## src/rtl/emseq_pkg.sv

```systemverilog
// shared constants and types of the external bus cycle sequencer
package emseq_pkg;

    typedef enum logic [2:0] {
        ST_IDLE = 3'h0,
        ST_ALE  = 3'h1,
        ST_ALEX = 3'h5,
        ST_STB  = 3'h3,
        ST_DATA = 3'h2,
        ST_HIT  = 3'h4
    } emseq_state_t;

    typedef enum logic [1:0] {
        KIND_CODE = 2'h0,
        KIND_RD   = 2'h1,
        KIND_WR   = 2'h2
    } emseq_kind_t;

    // field positions inside the two configuration bytes
    localparam int unsigned CFG0_PAGE_N_BIT = 1;
    localparam int unsigned CFG0_RGN_LSB    = 2;
    localparam int unsigned CFG0_LATCH_PULSE_EXTEND_N_N_BIT = 4;
    localparam int unsigned CFG0_WSA_LSB    = 5;
    localparam int unsigned CFG1_WSB_LSB    = 3;

    localparam logic [1:0] RGN_LIMITED  = 2'h3;
    localparam logic [7:0] RGN_HIGH_MIN = 8'hfe;
    localparam logic [7:0] RGN_WSB      = 8'h01;
    localparam logic [7:0] PAGE_LAST_LO = 8'hff;
    localparam logic [7:0] PAGE_FIRST_LO = 8'h00;
    localparam logic [7:0] DATA_RST     = 8'h00;
    localparam logic [1:0] WAIT_NONE    = 2'h0;
    localparam logic [1:0] WAIT_STEP    = 2'h1;

endpackage

```

## src/rtl/emseq_cfg_if.sv

```systemverilog
// reset-time configuration passed from the capture module to the sequencer
`timescale 1ns/1ps
interface emseq_cfg_if;
    logic       page_mode;
    logic       latch_pulse_extend_n;
    logic [1:0] region_sel;
    logic [1:0] wait_a;
    logic [1:0] wait_b;
    logic       ready;

    modport src (output page_mode, latch_pulse_extend_n, region_sel, wait_a, wait_b, ready);
    modport snk (input  page_mode, latch_pulse_extend_n, region_sel, wait_a, wait_b, ready);
endinterface

```

## src/rtl/emseq_cfg.sv

```systemverilog
// captures the configuration bytes once after reset release
`timescale 1ns/1ps
module emseq_cfg (
    input  logic       clock_i,
    input  logic       rstn_i,
    input  logic       ce_i,
    input  logic [7:0] byte0_i,
    input  logic [7:0] byte1_i,
    emseq_cfg_if.src   cfg
);
    logic       loaded_q;
    logic       page_q;
    logic       latch_pulse_extend_n_q;
    logic [1:0] rgn_q;
    logic [1:0] wsa_q;
    logic [1:0] wsb_q;

    // loaded once, then frozen until the next reset
    always_ff @(posedge clock_i) begin
        if (!rstn_i) begin
            loaded_q <= 1'b0;
            page_q   <= 1'b0;
            latch_pulse_extend_n_q   <= 1'b0;
            rgn_q    <= 2'h0;
            wsa_q    <= 2'h0;
            wsb_q    <= 2'h0;
        end else if (ce_i && !loaded_q) begin
            loaded_q <= 1'b1;
            page_q   <= ~byte0_i[emseq_pkg::CFG0_PAGE_N_BIT];
            latch_pulse_extend_n_q   <= ~byte0_i[emseq_pkg::CFG0_LATCH_PULSE_EXTEND_N_N_BIT];
            rgn_q    <= byte0_i[emseq_pkg::CFG0_RGN_LSB +: 2];
            wsa_q    <= ~byte0_i[emseq_pkg::CFG0_WSA_LSB +: 2];
            wsb_q    <= ~byte1_i[emseq_pkg::CFG1_WSB_LSB +: 2];
        end
    end

    assign cfg.ready      = loaded_q;
    assign cfg.page_mode  = page_q;
    assign cfg.latch_pulse_extend_n       = latch_pulse_extend_n_q;
    assign cfg.region_sel = rgn_q;
    assign cfg.wait_a     = wsa_q;
    assign cfg.wait_b     = wsb_q;
endmodule

```

## src/rtl/emseq_page.sv

```systemverilog
// remembers the open 256-byte code page and flags page hits
`timescale 1ns/1ps
module emseq_page (
    input  logic        clock_i,
    input  logic        rstn_i,
    input  logic        ce_i,
    input  logic        page_mode_i,
    input  logic        fetch_i,
    input  logic        seq_i,
    input  logic [15:0] addr_i,
    input  logic        invalidate_i,
    output logic        hit_o,
    output logic        valid_o
);
    logic       valid_q;
    logic [7:0] page_q;
    logic [7:0] last_lo_q;
    logic       rollover;

    assign rollover = (last_lo_q == emseq_pkg::PAGE_LAST_LO)
                    && (addr_i[7:0] == emseq_pkg::PAGE_FIRST_LO);
    // branch, rollover or a new page all make a miss
    assign hit_o   = page_mode_i && valid_q && seq_i && !rollover
                   && (addr_i[15:8] == page_q);
    assign valid_o = valid_q;

    always_ff @(posedge clock_i) begin
        if (!rstn_i) begin
            valid_q   <= 1'b0;
            page_q    <= emseq_pkg::DATA_RST;
            last_lo_q <= emseq_pkg::DATA_RST;
        end else if (ce_i) begin
            if (invalidate_i) begin
                valid_q <= 1'b0;
            end else if (fetch_i) begin
                last_lo_q <= addr_i[7:0];
                if (!hit_o) begin
                    page_q  <= addr_i[15:8];
                    valid_q <= 1'b1;
                end
            end
        end
    end
endmodule

```

## src/rtl/emseq_top.sv

```systemverilog
// external memory bus cycle sequencer: code fetch, data read, data write
`timescale 1ns/1ps
module emseq_top #(
    parameter int unsigned ADDR_W = 16,
    parameter int unsigned DATA_W = 8
) (
    input  logic              clock_i,
    input  logic              rstn_i,
    input  logic              ce_i,
    input  logic              idle_mode_i,
    input  logic              powerdown_mode_i,
    input  logic [7:0]        user_config_byte_zero_i,
    input  logic [7:0]        user_config_byte_one_i,
    input  logic              req_valid_i,
    output logic              req_ready_o,
    input  logic [1:0]        req_kind_i,
    input  logic              req_internal_i,
    input  logic              req_seq_i,
    input  logic [7:0]        req_region_i,
    input  logic [ADDR_W-1:0] req_addr_i,
    input  logic [DATA_W-1:0] req_wdata_i,
    output logic              rsp_valid_o,
    output logic [DATA_W-1:0] rsp_data_o,
    input  logic [DATA_W-1:0] port0_i,
    output logic [DATA_W-1:0] port0_o,
    output logic              port0_oe_o,
    input  logic [DATA_W-1:0] port2_i,
    output logic [DATA_W-1:0] port2_o,
    output logic              port2_oe_o,
    output logic              addr_latch_o,
    output logic              program_store_strobe_n_o,
    output logic              read_strobe_n_o,
    output logic              write_strobe_n_o,
    output logic              page_mode_o
);
    generate
        if (ADDR_W != 16 || DATA_W != 8) begin : g_bad_width
            $error("emseq_top serves only a 16-bit address, 8-bit data");
        end
    endgenerate

    emseq_cfg_if cfg ();

    emseq_cfg u_cfg (
        .clock_i (clock_i),
        .rstn_i  (rstn_i),
        .ce_i    (ce_i),
        .byte0_i (user_config_byte_zero_i),
        .byte1_i (user_config_byte_one_i),
        .cfg     (cfg)
    );

    emseq_pkg::emseq_state_t st_q;
    emseq_pkg::emseq_kind_t  kind_q;
    logic [ADDR_W-1:0] addr_q;
    logic [DATA_W-1:0] wdata_q;
    logic [7:0]        region_q;
    logic [1:0]        wcnt_q;
    logic [1:0]        wsel_q;
    logic [1:0]        stb_len_q;
    logic              rsp_valid_q;
    logic [DATA_W-1:0] rsp_data_q;

    logic              take;
    logic              ext_take;
    logic              code_req;
    logic              pg_hit;
    logic              pg_valid;
    logic              pg_inval;
    logic [1:0]        wait_sel;
    logic              pm;
    logic              ale_st;
    logic              data_st;
    logic              is_wr;
    logic              wr_allowed;
    logic [DATA_W-1:0] cap_port;

    assign pm       = cfg.page_mode;
    assign code_req = (req_kind_i == emseq_pkg::KIND_CODE);
    // the bus stays quiet in idle and powerdown
    assign req_ready_o = cfg.ready && (st_q == emseq_pkg::ST_IDLE)
                       && !idle_mode_i && !powerdown_mode_i;
    assign take     = ce_i && req_valid_i && req_ready_o;
    assign ext_take = take && !req_internal_i;
    // any external data cycle or low-power mode closes the page
    assign pg_inval = idle_mode_i || powerdown_mode_i
                    || (ext_take && !code_req);

    emseq_page u_page (
        .clock_i      (clock_i),
        .rstn_i       (rstn_i),
        .ce_i         (ce_i),
        .page_mode_i  (pm),
        .fetch_i      (ext_take && code_req),
        .seq_i        (req_seq_i),
        .addr_i       (req_addr_i),
        .invalidate_i (pg_inval),
        .hit_o        (pg_hit),
        .valid_o      (pg_valid)
    );

    // wait set b covers one region only; all others use set a
    assign wait_sel = (req_region_i == emseq_pkg::RGN_WSB) ? cfg.wait_b
                                                           : cfg.wait_a;

    // cycle sequencing, one state per enabled clock
    always_ff @(posedge clock_i) begin
        if (!rstn_i) begin
            st_q <= emseq_pkg::ST_IDLE;
        end else if (ce_i) begin
            case (st_q)
                emseq_pkg::ST_IDLE: begin
                    if (ext_take) begin
                        if (code_req && pg_hit) begin
                            st_q <= emseq_pkg::ST_HIT;
                        end else begin
                            st_q <= emseq_pkg::ST_ALE;
                        end
                    end
                end
                emseq_pkg::ST_ALE: begin
                    if (cfg.latch_pulse_extend_n) begin
                        st_q <= emseq_pkg::ST_ALEX;
                    end else begin
                        st_q <= emseq_pkg::ST_STB;
                    end
                end
                emseq_pkg::ST_ALEX: begin
                    st_q <= emseq_pkg::ST_STB;
                end
                emseq_pkg::ST_STB: begin
                    if (wcnt_q != emseq_pkg::WAIT_NONE) begin
                        st_q <= emseq_pkg::ST_STB;
                    end else if (kind_q == emseq_pkg::KIND_CODE) begin
                        st_q <= emseq_pkg::ST_IDLE;
                    end else begin
                        st_q <= emseq_pkg::ST_DATA;
                    end
                end
                emseq_pkg::ST_DATA: begin
                    st_q <= emseq_pkg::ST_IDLE;
                end
                emseq_pkg::ST_HIT: begin
                    st_q <= emseq_pkg::ST_IDLE;
                end
                default: begin
                    st_q <= emseq_pkg::ST_IDLE;
                end
            endcase
        end
    end

    // request fields held for the whole cycle
    always_ff @(posedge clock_i) begin
        if (!rstn_i) begin
            kind_q   <= emseq_pkg::KIND_CODE;
            addr_q   <= '0;
            wdata_q  <= emseq_pkg::DATA_RST;
            region_q <= emseq_pkg::DATA_RST;
            wsel_q   <= emseq_pkg::WAIT_NONE;
        end else if (ext_take) begin
            kind_q   <= emseq_pkg::emseq_kind_t'(req_kind_i);
            addr_q   <= req_addr_i;
            wdata_q  <= req_wdata_i;
            region_q <= req_region_i;
            wsel_q   <= wait_sel;
        end
    end

    // remaining strobe wait states
    always_ff @(posedge clock_i) begin
        if (!rstn_i) begin
            wcnt_q <= emseq_pkg::WAIT_NONE;
        end else if (ce_i) begin
            if (ext_take) begin
                wcnt_q <= wait_sel;
            end else if (st_q == emseq_pkg::ST_STB
                         && wcnt_q != emseq_pkg::WAIT_NONE) begin
                wcnt_q <= wcnt_q - emseq_pkg::WAIT_STEP;
            end
        end
    end

    // strobe length seen so far, checked against the chosen wait count
    always_ff @(posedge clock_i) begin
        if (!rstn_i) begin
            stb_len_q <= emseq_pkg::WAIT_NONE;
        end else if (ce_i) begin
            if (st_q == emseq_pkg::ST_STB) begin
                stb_len_q <= stb_len_q + emseq_pkg::WAIT_STEP;
            end else begin
                stb_len_q <= emseq_pkg::WAIT_NONE;
            end
        end
    end

    assign cap_port = pm ? port2_i : port0_i;

    // answers: code at end of strobe, read data one state later
    always_ff @(posedge clock_i) begin
        if (!rstn_i) begin
            rsp_valid_q <= 1'b0;
            rsp_data_q  <= emseq_pkg::DATA_RST;
        end else if (ce_i) begin
            rsp_valid_q <= 1'b0;
            if (take && req_internal_i) begin
                rsp_valid_q <= 1'b1;
            end else if (st_q == emseq_pkg::ST_HIT) begin
                rsp_valid_q <= 1'b1;
                rsp_data_q  <= port2_i;
            end else if (st_q == emseq_pkg::ST_STB
                         && wcnt_q == emseq_pkg::WAIT_NONE
                         && kind_q == emseq_pkg::KIND_CODE) begin
                rsp_valid_q <= 1'b1;
                rsp_data_q  <= cap_port;
            end else if (st_q == emseq_pkg::ST_DATA) begin
                rsp_valid_q <= 1'b1;
            end
            // memory lets go of the bus once the read strobe rises
            if (st_q == emseq_pkg::ST_STB && wcnt_q == emseq_pkg::WAIT_NONE
                && kind_q == emseq_pkg::KIND_RD) begin
                rsp_data_q <= cap_port;
            end
        end
    end

    assign rsp_valid_o = rsp_valid_q;
    assign rsp_data_o  = rsp_data_q;
    assign page_mode_o = pm;

    // pin drive
    assign ale_st  = (st_q == emseq_pkg::ST_ALE)
                   || (st_q == emseq_pkg::ST_ALEX);
    assign data_st = (st_q == emseq_pkg::ST_STB)
                   || (st_q == emseq_pkg::ST_DATA);
    assign is_wr   = (kind_q == emseq_pkg::KIND_WR);
    assign wr_allowed = !(cfg.region_sel == emseq_pkg::RGN_LIMITED
                        && region_q >= emseq_pkg::RGN_HIGH_MIN);

    assign addr_latch_o = ale_st;
    assign program_store_strobe_n_o = !((st_q == emseq_pkg::ST_STB
                        && kind_q == emseq_pkg::KIND_CODE)
                        || st_q == emseq_pkg::ST_HIT);
    assign read_strobe_n_o  = !(st_q == emseq_pkg::ST_STB
                              && kind_q == emseq_pkg::KIND_RD);
    // strobe is low in the strobe state only; the data state after it gives the bus recovery time
    assign write_strobe_n_o = !(st_q == emseq_pkg::ST_STB
                              && is_wr && wr_allowed);

    // nonpage: port 0 muxed, port 2 steady; page mode swaps the roles
    always_comb begin
        if (!pm) begin
            port0_oe_o = ale_st || (data_st && is_wr);
            port0_o    = ale_st ? addr_q[7:0] : wdata_q;
            port2_oe_o = (st_q != emseq_pkg::ST_IDLE);
            port2_o    = addr_q[15:8];
        end else begin
            port0_oe_o = (st_q != emseq_pkg::ST_IDLE);
            port0_o    = addr_q[7:0];
            port2_oe_o = ale_st || (data_st && is_wr);
            port2_o    = ale_st ? addr_q[15:8] : wdata_q;
        end
    end
endmodule

```

## config.mk

```make
export PLATFORM = sky130hd
export DESIGN_NAME = emseq_top
export DESIGN_NICKNAME = d
export VERILOG_FILES = /design/src/rtl/emseq_pkg.sv /design/src/rtl/emseq_cfg_if.sv /design/src/rtl/emseq_cfg.sv /design/src/rtl/emseq_page.sv /design/src/rtl/emseq_top.sv
export SDC_FILE = /design/constraint.sdc
export NUM_CORES = 1
export LEC_CHECK = 0
export BUFFER_PORTS_ARGS = -buffer_cell sky130_fd_sc_hd__clkbuf_2
export CAP_MARGIN = 20
export CORE_MARGIN = 4
export CORE_UTILIZATION = 43
export DETAILED_ROUTE_END_ITERATION = 8
export HOLD_SLACK_MARGIN = 0.05
export PLACE_DENSITY_LB_ADDON = 0.08
export SETUP_SLACK_MARGIN = 0.02
export SLEW_MARGIN = 20
export SYNTH_ARGS = -nofsm -noshare
export SYNTH_HDL_FRONTEND = slang
export SYNTH_HIERARCHICAL = 1
export SYNTH_SLANG_ARGS = --single-unit
```

## constraint.sdc

```tcl
create_clock -name clock_i -period 2.72 [get_ports clock_i]
set_input_delay 0.544 -clock clock_i [delete_from_list [all_inputs] [get_ports clock_i]]
set_output_delay 0.544 -clock clock_i [all_outputs]
set_load 0.005 [all_outputs]
```

==> results of run 1 <==
## kinds of logic (layout without fill, tap and decap cells)
logic type | count (synthesis) | in the layout
simple gates | 177 | 177
compound gates | 101 | 101
flops | 73 | 73
buf+inv | 38 | 132
mux | 27 | 27
xor+xnor | 8 | 8
fa+ha+maj | 1 | 1
## cell usage after synthesis, types with 3 or more instances
library cell	instances	area, sq um
nand3b_1	6	45.0
nand2_1	123	462
inv_1	7	26.3
buf_6	4	45.0
dfxtp_1	73	1460
xnor2_1	8	70.1
nor2_1	8	30.0
a21boi_0	11	82.6
o21ai_0	15	75.1
nand2b_1	3	18.8
o211a_1	6	60.1
nand3_1	3	15.0
and4bb_2	3	37.5
nor3_1	3	15.0
buf_2	6	30.0
mux2_2	17	191
a311oi_2	8	120
mux2i_1	10	100
a21oi_1	50	250
clkbuf_1	15	56.3
buf_4	4	30.0
nand4_1	5	31.3
## routing by layer
metal | wire (microns) | part of all wire [%] | up-vias | GRT usage [%]
li1 | - | - | 1649 | -
met1 | 4550 | 49 | 1486 | 26.6
met2 | 4120 | 44 | 75 | 28.8
met3 | 584 | 6.3 | 4 | 4.28
met4 | 68 | 0.73 | 0 | 6.20
met5 | 0 | 0 | - | 0
## power by group
part / total (mW) / switching, mW / internal (mW)
Combinational: 0.189 / 0.105 / 0.0841
Clock: 0.760 / 0.407 / 0.353
Sequential: 1.09 / 0.0116 / 1.08
Total: 2.04 / 0.523 / 1.52
## placed cells by master, fill, tap and decap left out, types with 2 or more instances in the layout
master,n
nor2_1,8
a21boi_0,11
nand4_1,5
nor4bb_1,2
xnor2_1,8
o211a_1,6
mux2_2,17
clkinvlp_4,2
nand3_1,3
nor3b_1,2
o21a_1,2
nand2b_1,2
and3_1,2
clkbuf_8,10
a311oi_2,8
a311oi_1,2
dfxtp_1,72
nor3_1,3
o21ai_0,15
a21oi_1,50
or2_2,2
and4bb_2,3
buf_4,12
clkbuf_2,98
inv_1,7
mux2i_1,10
nor2b_1,2
nand2_1,123
nand3b_1,6
o41ai_1,2
## flip-flops by register name (all words and copies together) (netlist names), 3 cells and up
name	count
st_q	3
wdata_q	8
region_q	7
addr_q	16
u_page/last_lo_q	8
rsp_data_o	8
u_page/page_q	8
## layout make-up
type / instances / area, sq um / share of cell area, %
Multi-Input combinational cell: 314 / 1930 / 44.9
Sequential cell: 73 / 1460 / 34.0
Timing Repair Buffer: 110 / 581 / 13.5
Clock buffer: 11 / 141 / 3.29
Tap cell: 105 / 131 / 3.05
Clock inverter: 4 / 28.8 / 0.669
Inverter: 7 / 26.3 / 0.611
## how the worst min path moves through the flow
| stage | endpoint | slack, ps | cells past startpoint |
|---|---|---|---|
| 2_1_floorplan | addr_q[10] | 430 | 2 |
| 3_3_place_gp | addr_q[2] | 440 | 2 |
| 3_5_place_dp | addr_q[1] | 440 | 2 |
| 4_1_cts | wdata_q[7] | 400 | 3 |
| 5_1_grt | wdata_q[4] | 410 | 3 |
| 6_report | wdata_q[7] | 420 | 3 |
## critical path, cell delays in order, from the launching register on
cell      delay, ps
dfxtp_1         560
nor2b_1         150
nor2_2          470
mux2_2          400
clkbuf_2        110
==> results.sh, run 1 <==
export IMPL_global_route_overflow_total=0
export IMPL_cts_resized_gates=0
export IMPL_postSynthCellCount=425
export IMPL_antenna_left=0
export IMPL_synth_net_count=500
export IMPL_final_hold_violation_count=0
export IMPL_gr_usage_total_pct=18.9
export IMPL_design_area_sq_mm=0.00430
export IMPL_critical_path_max_fanout=11
export IMPL_ctsHoldBuffers=0
export IMPL_synth_simple_gate_area_share_pct=24.4
export IMPL_route_detailed_wl_per_inst_microns=14.9
export IMPL_post_synth_num_cell_types=51
export IMPL_hold_start="req_wdata_i[7]"
export IMPL_initial_core_util_pct=43.8
export IMPL_count_of_placed_standard_cells_including_taps=609
export IMPL_io_buffers=98
export IMPL_grt_pass1_wl_mm=15.1
export IMPL_r2r_setup_slack_ps=270
export IMPL_reg2regPathDepth=7
export IMPL_detail_route_vias_per_cell=5.15
export IMPL_setup_worst_path_start_class="register"
export IMPL_fin_setup_tns_ps=0
export IMPL_antenna_found_initial=0
export IMPL_vias_in_the_first_global_route=3104
export IMPL_cellLeakagePower_nw=1.71
export IMPL_post_place_ws_ps=149
export IMPL_worst_setup_path_type="reg -> out"
export IMPL_clk_root_buffer_cell="clkbuf_8"
export IMPL_crit_path_start="st_q[1]"
export IMPL_synth_warning_count=6
export IMPL_ys_ff_latch=73
export IMPL_post_layout_total_power_mw=2.04
export IMPL_finalWirelength_mm=9.32
export IMPL_run_status="complete, no violations"
export IMPL_largest_family_of_logic_cells_by_synthesized_area="simple AND/OR/NAND/NOR gates"
export IMPL_synth_xor_area_share_pct=1.95
export IMPL_power_density_mw_per_mm2=475
export IMPL_cts_max_level=3
export IMPL_cp_data_arrival_time_ps=2040
export IMPL_rsz_0062_raised_after_global_routing="false"
export IMPL_post_synth_mux_area_share_pct=8.13
export IMPL_syn_mean_instance_area_sq_um=8.43
export IMPL_ys_seq_area_share_pct=40.8
export IMPL_max_cap_viol_count=0
export IMPL_synth_compound_area_share_pct=18.9
export IMPL_critical_path_required_ps=2180
export IMPL_ioPinCount=107
export IMPL_final_nets=590
export IMPL_hold_worst_slack_ps=419
export IMPL_chipHeight_microns=99.3
export IMPL_drive_above_1_share_pct=31.6
export IMPL_timing_max_transition_violations_final=0
export IMPL_clock_latency_ps=340
export IMPL_drcViolationCount=0
export IMPL_critical_path_reg2reg_startpoint="st_q[1]"
export IMPL_max_freq_mhz=388
export IMPL_endpoint="port0_o[0]"
export IMPL_worst_slew_pin_slew_ps=663
export IMPL_drt_pass1_iterations=4
export IMPL_post_synth_fa_ha_maj_area_fraction_pct=0.349
export IMPL_setup_viol_count_final=0
export IMPL_cts_tree="done"
export IMPL_setup_slack_ps=140
export IMPL_worstHoldPathType="in -> reg"
export IMPL_post_cts_repair_setup_buffers=0
export IMPL_synth_enable_flop_cells=0
export IMPL_drt_first_iter_violations=99
export IMPL_clock_sinks=73
export IMPL_gp_routability_congestion=0.851
export IMPL_grt_max_degree=38
export IMPL_timing_slew_headroom_pct=55.7
export IMPL_clock_skew_final_ps=5.92
export IMPL_n_antenna_cell=0
export IMPL_n_fill_cell=817
export IMPL_num_rows=33
export IMPL_maximum_clock_insertion_buffer_count=2
export IMPL_final_cell_count_without_fillers=624
export IMPL_final_period_utilization_pct=94.9
export IMPL_routed_via_count=3214
export IMPL_syn_area_sq_mm=0.00358
export IMPL_period_needed_ps=2580
export IMPL_critical_path_reg2reg_endpoint="u_page/page_q[2]"
export IMPL_ys_dominant_reg_cell="dfxtp_1"
export IMPL_core_area_sq_mm=0.00818
export IMPL_floorplan_die_area_sq_mm=0.00986
export IMPL_synth_async_sr_flop_share_pct=0
export IMPL_critPathCaptureType="output pin"
export IMPL_dpl_instance_area_sq_mm=0.00413
export IMPL_die_x_microns=99.3
export IMPL_finish_utilization_pct=52.6
export IMPL_syn2layout_area_growth_pct=20.0
export IMPL_irDropWorstVdd_uv=201
export IMPL_hpwlAfterDp_mm=6.73
export IMPL_cts_bufs_inserted=9
export IMPL_clk_pin_slew_worst_paths_ps=80
(Power assumes the default switching activity.)
==> inputs of run 2 (changes only) <==
--- a/config.mk
+++ b/config.mk
@@ -7,6 +7,7 @@
 export LEC_CHECK = 0
 export BUFFER_PORTS_ARGS = -buffer_cell sky130_fd_sc_hd__clkbuf_2
 export CAP_MARGIN = 20
+export CORE_ASPECT_RATIO = 2
 export CORE_MARGIN = 4
 export CORE_UTILIZATION = 43
 export DETAILED_ROUTE_END_ITERATION = 8
==> results.sh, run 2 (synthesis results as in run 1) <==
export IMPL_run_status="complete, no violations"
export IMPL_cts_bufs_inserted=9
export IMPL_cpMaxStageDelayCell="dfxtp_1"
export IMPL_clk_root_buffer_cell="clkbuf_16"
export IMPL_pwr_share_seq_pct=43.0
export IMPL_hpwlAfterDp_mm=7.09
export IMPL_timing_max_transition_violations_final=0
export IMPL_post_place_ws_ps=171
export IMPL_worst_setup_path_type="reg -> out"
export IMPL_cts_resized_gates=0
export IMPL_hold_worst_slack_ps=427
export IMPL_antenna_found_initial=0
export IMPL_global_route_overflow_total=0
export IMPL_post_layout_total_power_mw=2.55
export IMPL_gp_routability_congestion=0.812
export IMPL_drcViolationCount=0
export IMPL_routed_via_count=3242
export IMPL_timing_slew_headroom_pct=48.5
export IMPL_count_of_placed_standard_cells_including_taps=602
export IMPL_syn2layout_area_growth_pct=24.1
export IMPL_drt_pass1_iterations=4
export IMPL_clock_skew_final_ps=4.20
export IMPL_final_cell_count_without_fillers=617
export IMPL_critPathCaptureType="output pin"
export IMPL_cellLeakagePower_nw=1.79
export IMPL_n_fill_cell=777
export IMPL_multi_input_gate_area_in_the_final_layout_sq_mm=0.00193
export IMPL_critical_path_max_fanout=8
export IMPL_timing_critical_path_max_delay_family="simple AND/OR/NAND/NOR gates"
export IMPL_largest_reg_flops=16
export IMPL_switching_portion_of_total_power_pct=22.0
export IMPL_detail_route_vias_per_cell=5.25
export IMPL_ctsHoldBuffers=0
export IMPL_rsz_0062_raised_after_global_routing="false"
export IMPL_clock_power_share_pct=49.6
export IMPL_initial_core_util_pct=44.5
export IMPL_clock_latency_ps=330
export IMPL_clk_pin_slew_worst_paths_ps=60
export IMPL_grt_pass1_wl_mm=15.4
export IMPL_drive_above_1_share_pct=31.7
export IMPL_setup_viol_count_final=0
export IMPL_mostFrequentLayoutCell="nand2_1"
export IMPL_num_rows=46
export IMPL_setup_slack_ps=156
export IMPL_cts_max_level=3
export IMPL_max_cap_viol_count=0
export IMPL_period_needed_ps=2560
export IMPL_core_area_sq_mm=0.00806
export IMPL_vias_in_the_first_global_route=3238
export IMPL_n_antenna_cell=0
export IMPL_regArea_sq_mm=0.00146
export IMPL_antenna_left=0
export IMPL_final_nets=592
export IMPL_internal_power_mw=1.99
export IMPL_power_frac_comb_pct=7.4
export IMPL_slowest_delay_ps=500
export IMPL_power_density_mw_per_mm2=573
export IMPL_commonest_non_fill_non_tap_cells_in_the_layout="nand2_1, clkbuf_2, dfxtp_1"
export IMPL_total_switching_power_mw=0.559
export IMPL_irDropWorstVdd_uv=406
export IMPL_worst_slew_pin_slew_ps=761
export IMPL_maximum_clock_insertion_buffer_count=2
export IMPL_finalWirelength_mm=9.67
export IMPL_die_x_microns=72.6
export IMPL_setup_worst_path_start_class="register"
export IMPL_io_buffers=98
export IMPL_design_area_sq_mm=0.00445
export IMPL_post_cts_repair_setup_buffers=0
export IMPL_ioPinCount=107
export IMPL_final_hold_violation_count=0
export IMPL_final_period_utilization_pct=94.3
export IMPL_grt_max_degree=47
export IMPL_cts_tree="done"
export IMPL_max_freq_mhz=390
export IMPL_route_detailed_wl_per_inst_microns=15.7
export IMPL_crit_path_cell_trace="nor2b_1 -> nand2b_1 -> mux2_2 -> clkbuf_2"
export IMPL_critical_path_required_ps=2180
export IMPL_clock_sinks=73
export IMPL_chipHeight_microns=137
export IMPL_finish_utilization_pct=55.2
export IMPL_worstHoldPathType="in -> reg"
export IMPL_drt_first_iter_violations=175
export IMPL_fin_setup_tns_ps=0
export IMPL_cp_data_arrival_time_ps=2020
export IMPL_gr_usage_total_pct=20.1
export IMPL_floorplan_die_area_sq_mm=0.00995
export IMPL_cp_buffers_inverters=1
export IMPL_dpl_instance_area_sq_mm=0.00413
export IMPL_max_flop_register="addr_q"
==> run 2: path summary, 6_finish.rpt <==
check,start,endpoint,slack [ps],depth (start not counted)
worst max-delay path,st_q[0],port2_o[3],160,4
worst min-delay path,req_wdata_i[2],wdata_q[2],430,3
worst max register to register,st_q[1],u_page/page_q[5],330,7
worst min register to register,addr_q[6],addr_q[6],450,2
==> run 2: final cells by class <==
| class | count | area share [%] |
|---|---|---|
| clock inverter | 5 | 1.80 |
| sequential | 73 | 32.8 |
| clock buffer | 10 | 5.37 |
| inverter | 7 | 0.591 |
| multi-input combinational | 314 | 43.3 |
| tap | 96 | 2.70 |
| timing repair buffer | 112 | 13.4 |
==> run 2: power groups by stage <==
stage / combinational [mW] / clock [mW] / sequential [mW]
final: 0.189 / 1.26 / 1.10
after global routing: 0.211 / 1.33 / 1.10
after detailed placement: 0.189 / 0 / 1.12
after CTS: 0.191 / 1.29 / 1.10
after global placement: 0.187 / 0 / 1.12
after floorplan: 0.101 / 0 / 1.12
==> run 2: worst min-delay path, delay by kind of cell <==
kind                   cells  cell delay [ps]
buffers and inverters      1               80
and+or+nand+nor            1               40
AOI/OAI and AO/OA          1               50
==> run 2: layer usage <==
metal  up-vias  GRT usage (%)  routed length, microns
met3        15           5.15                     536
met1      1495           21.3                    3620
met5         -              0                       0
met4         0           8.01                     215
met2        82           36.7                    5290
li1       1650              -                       -
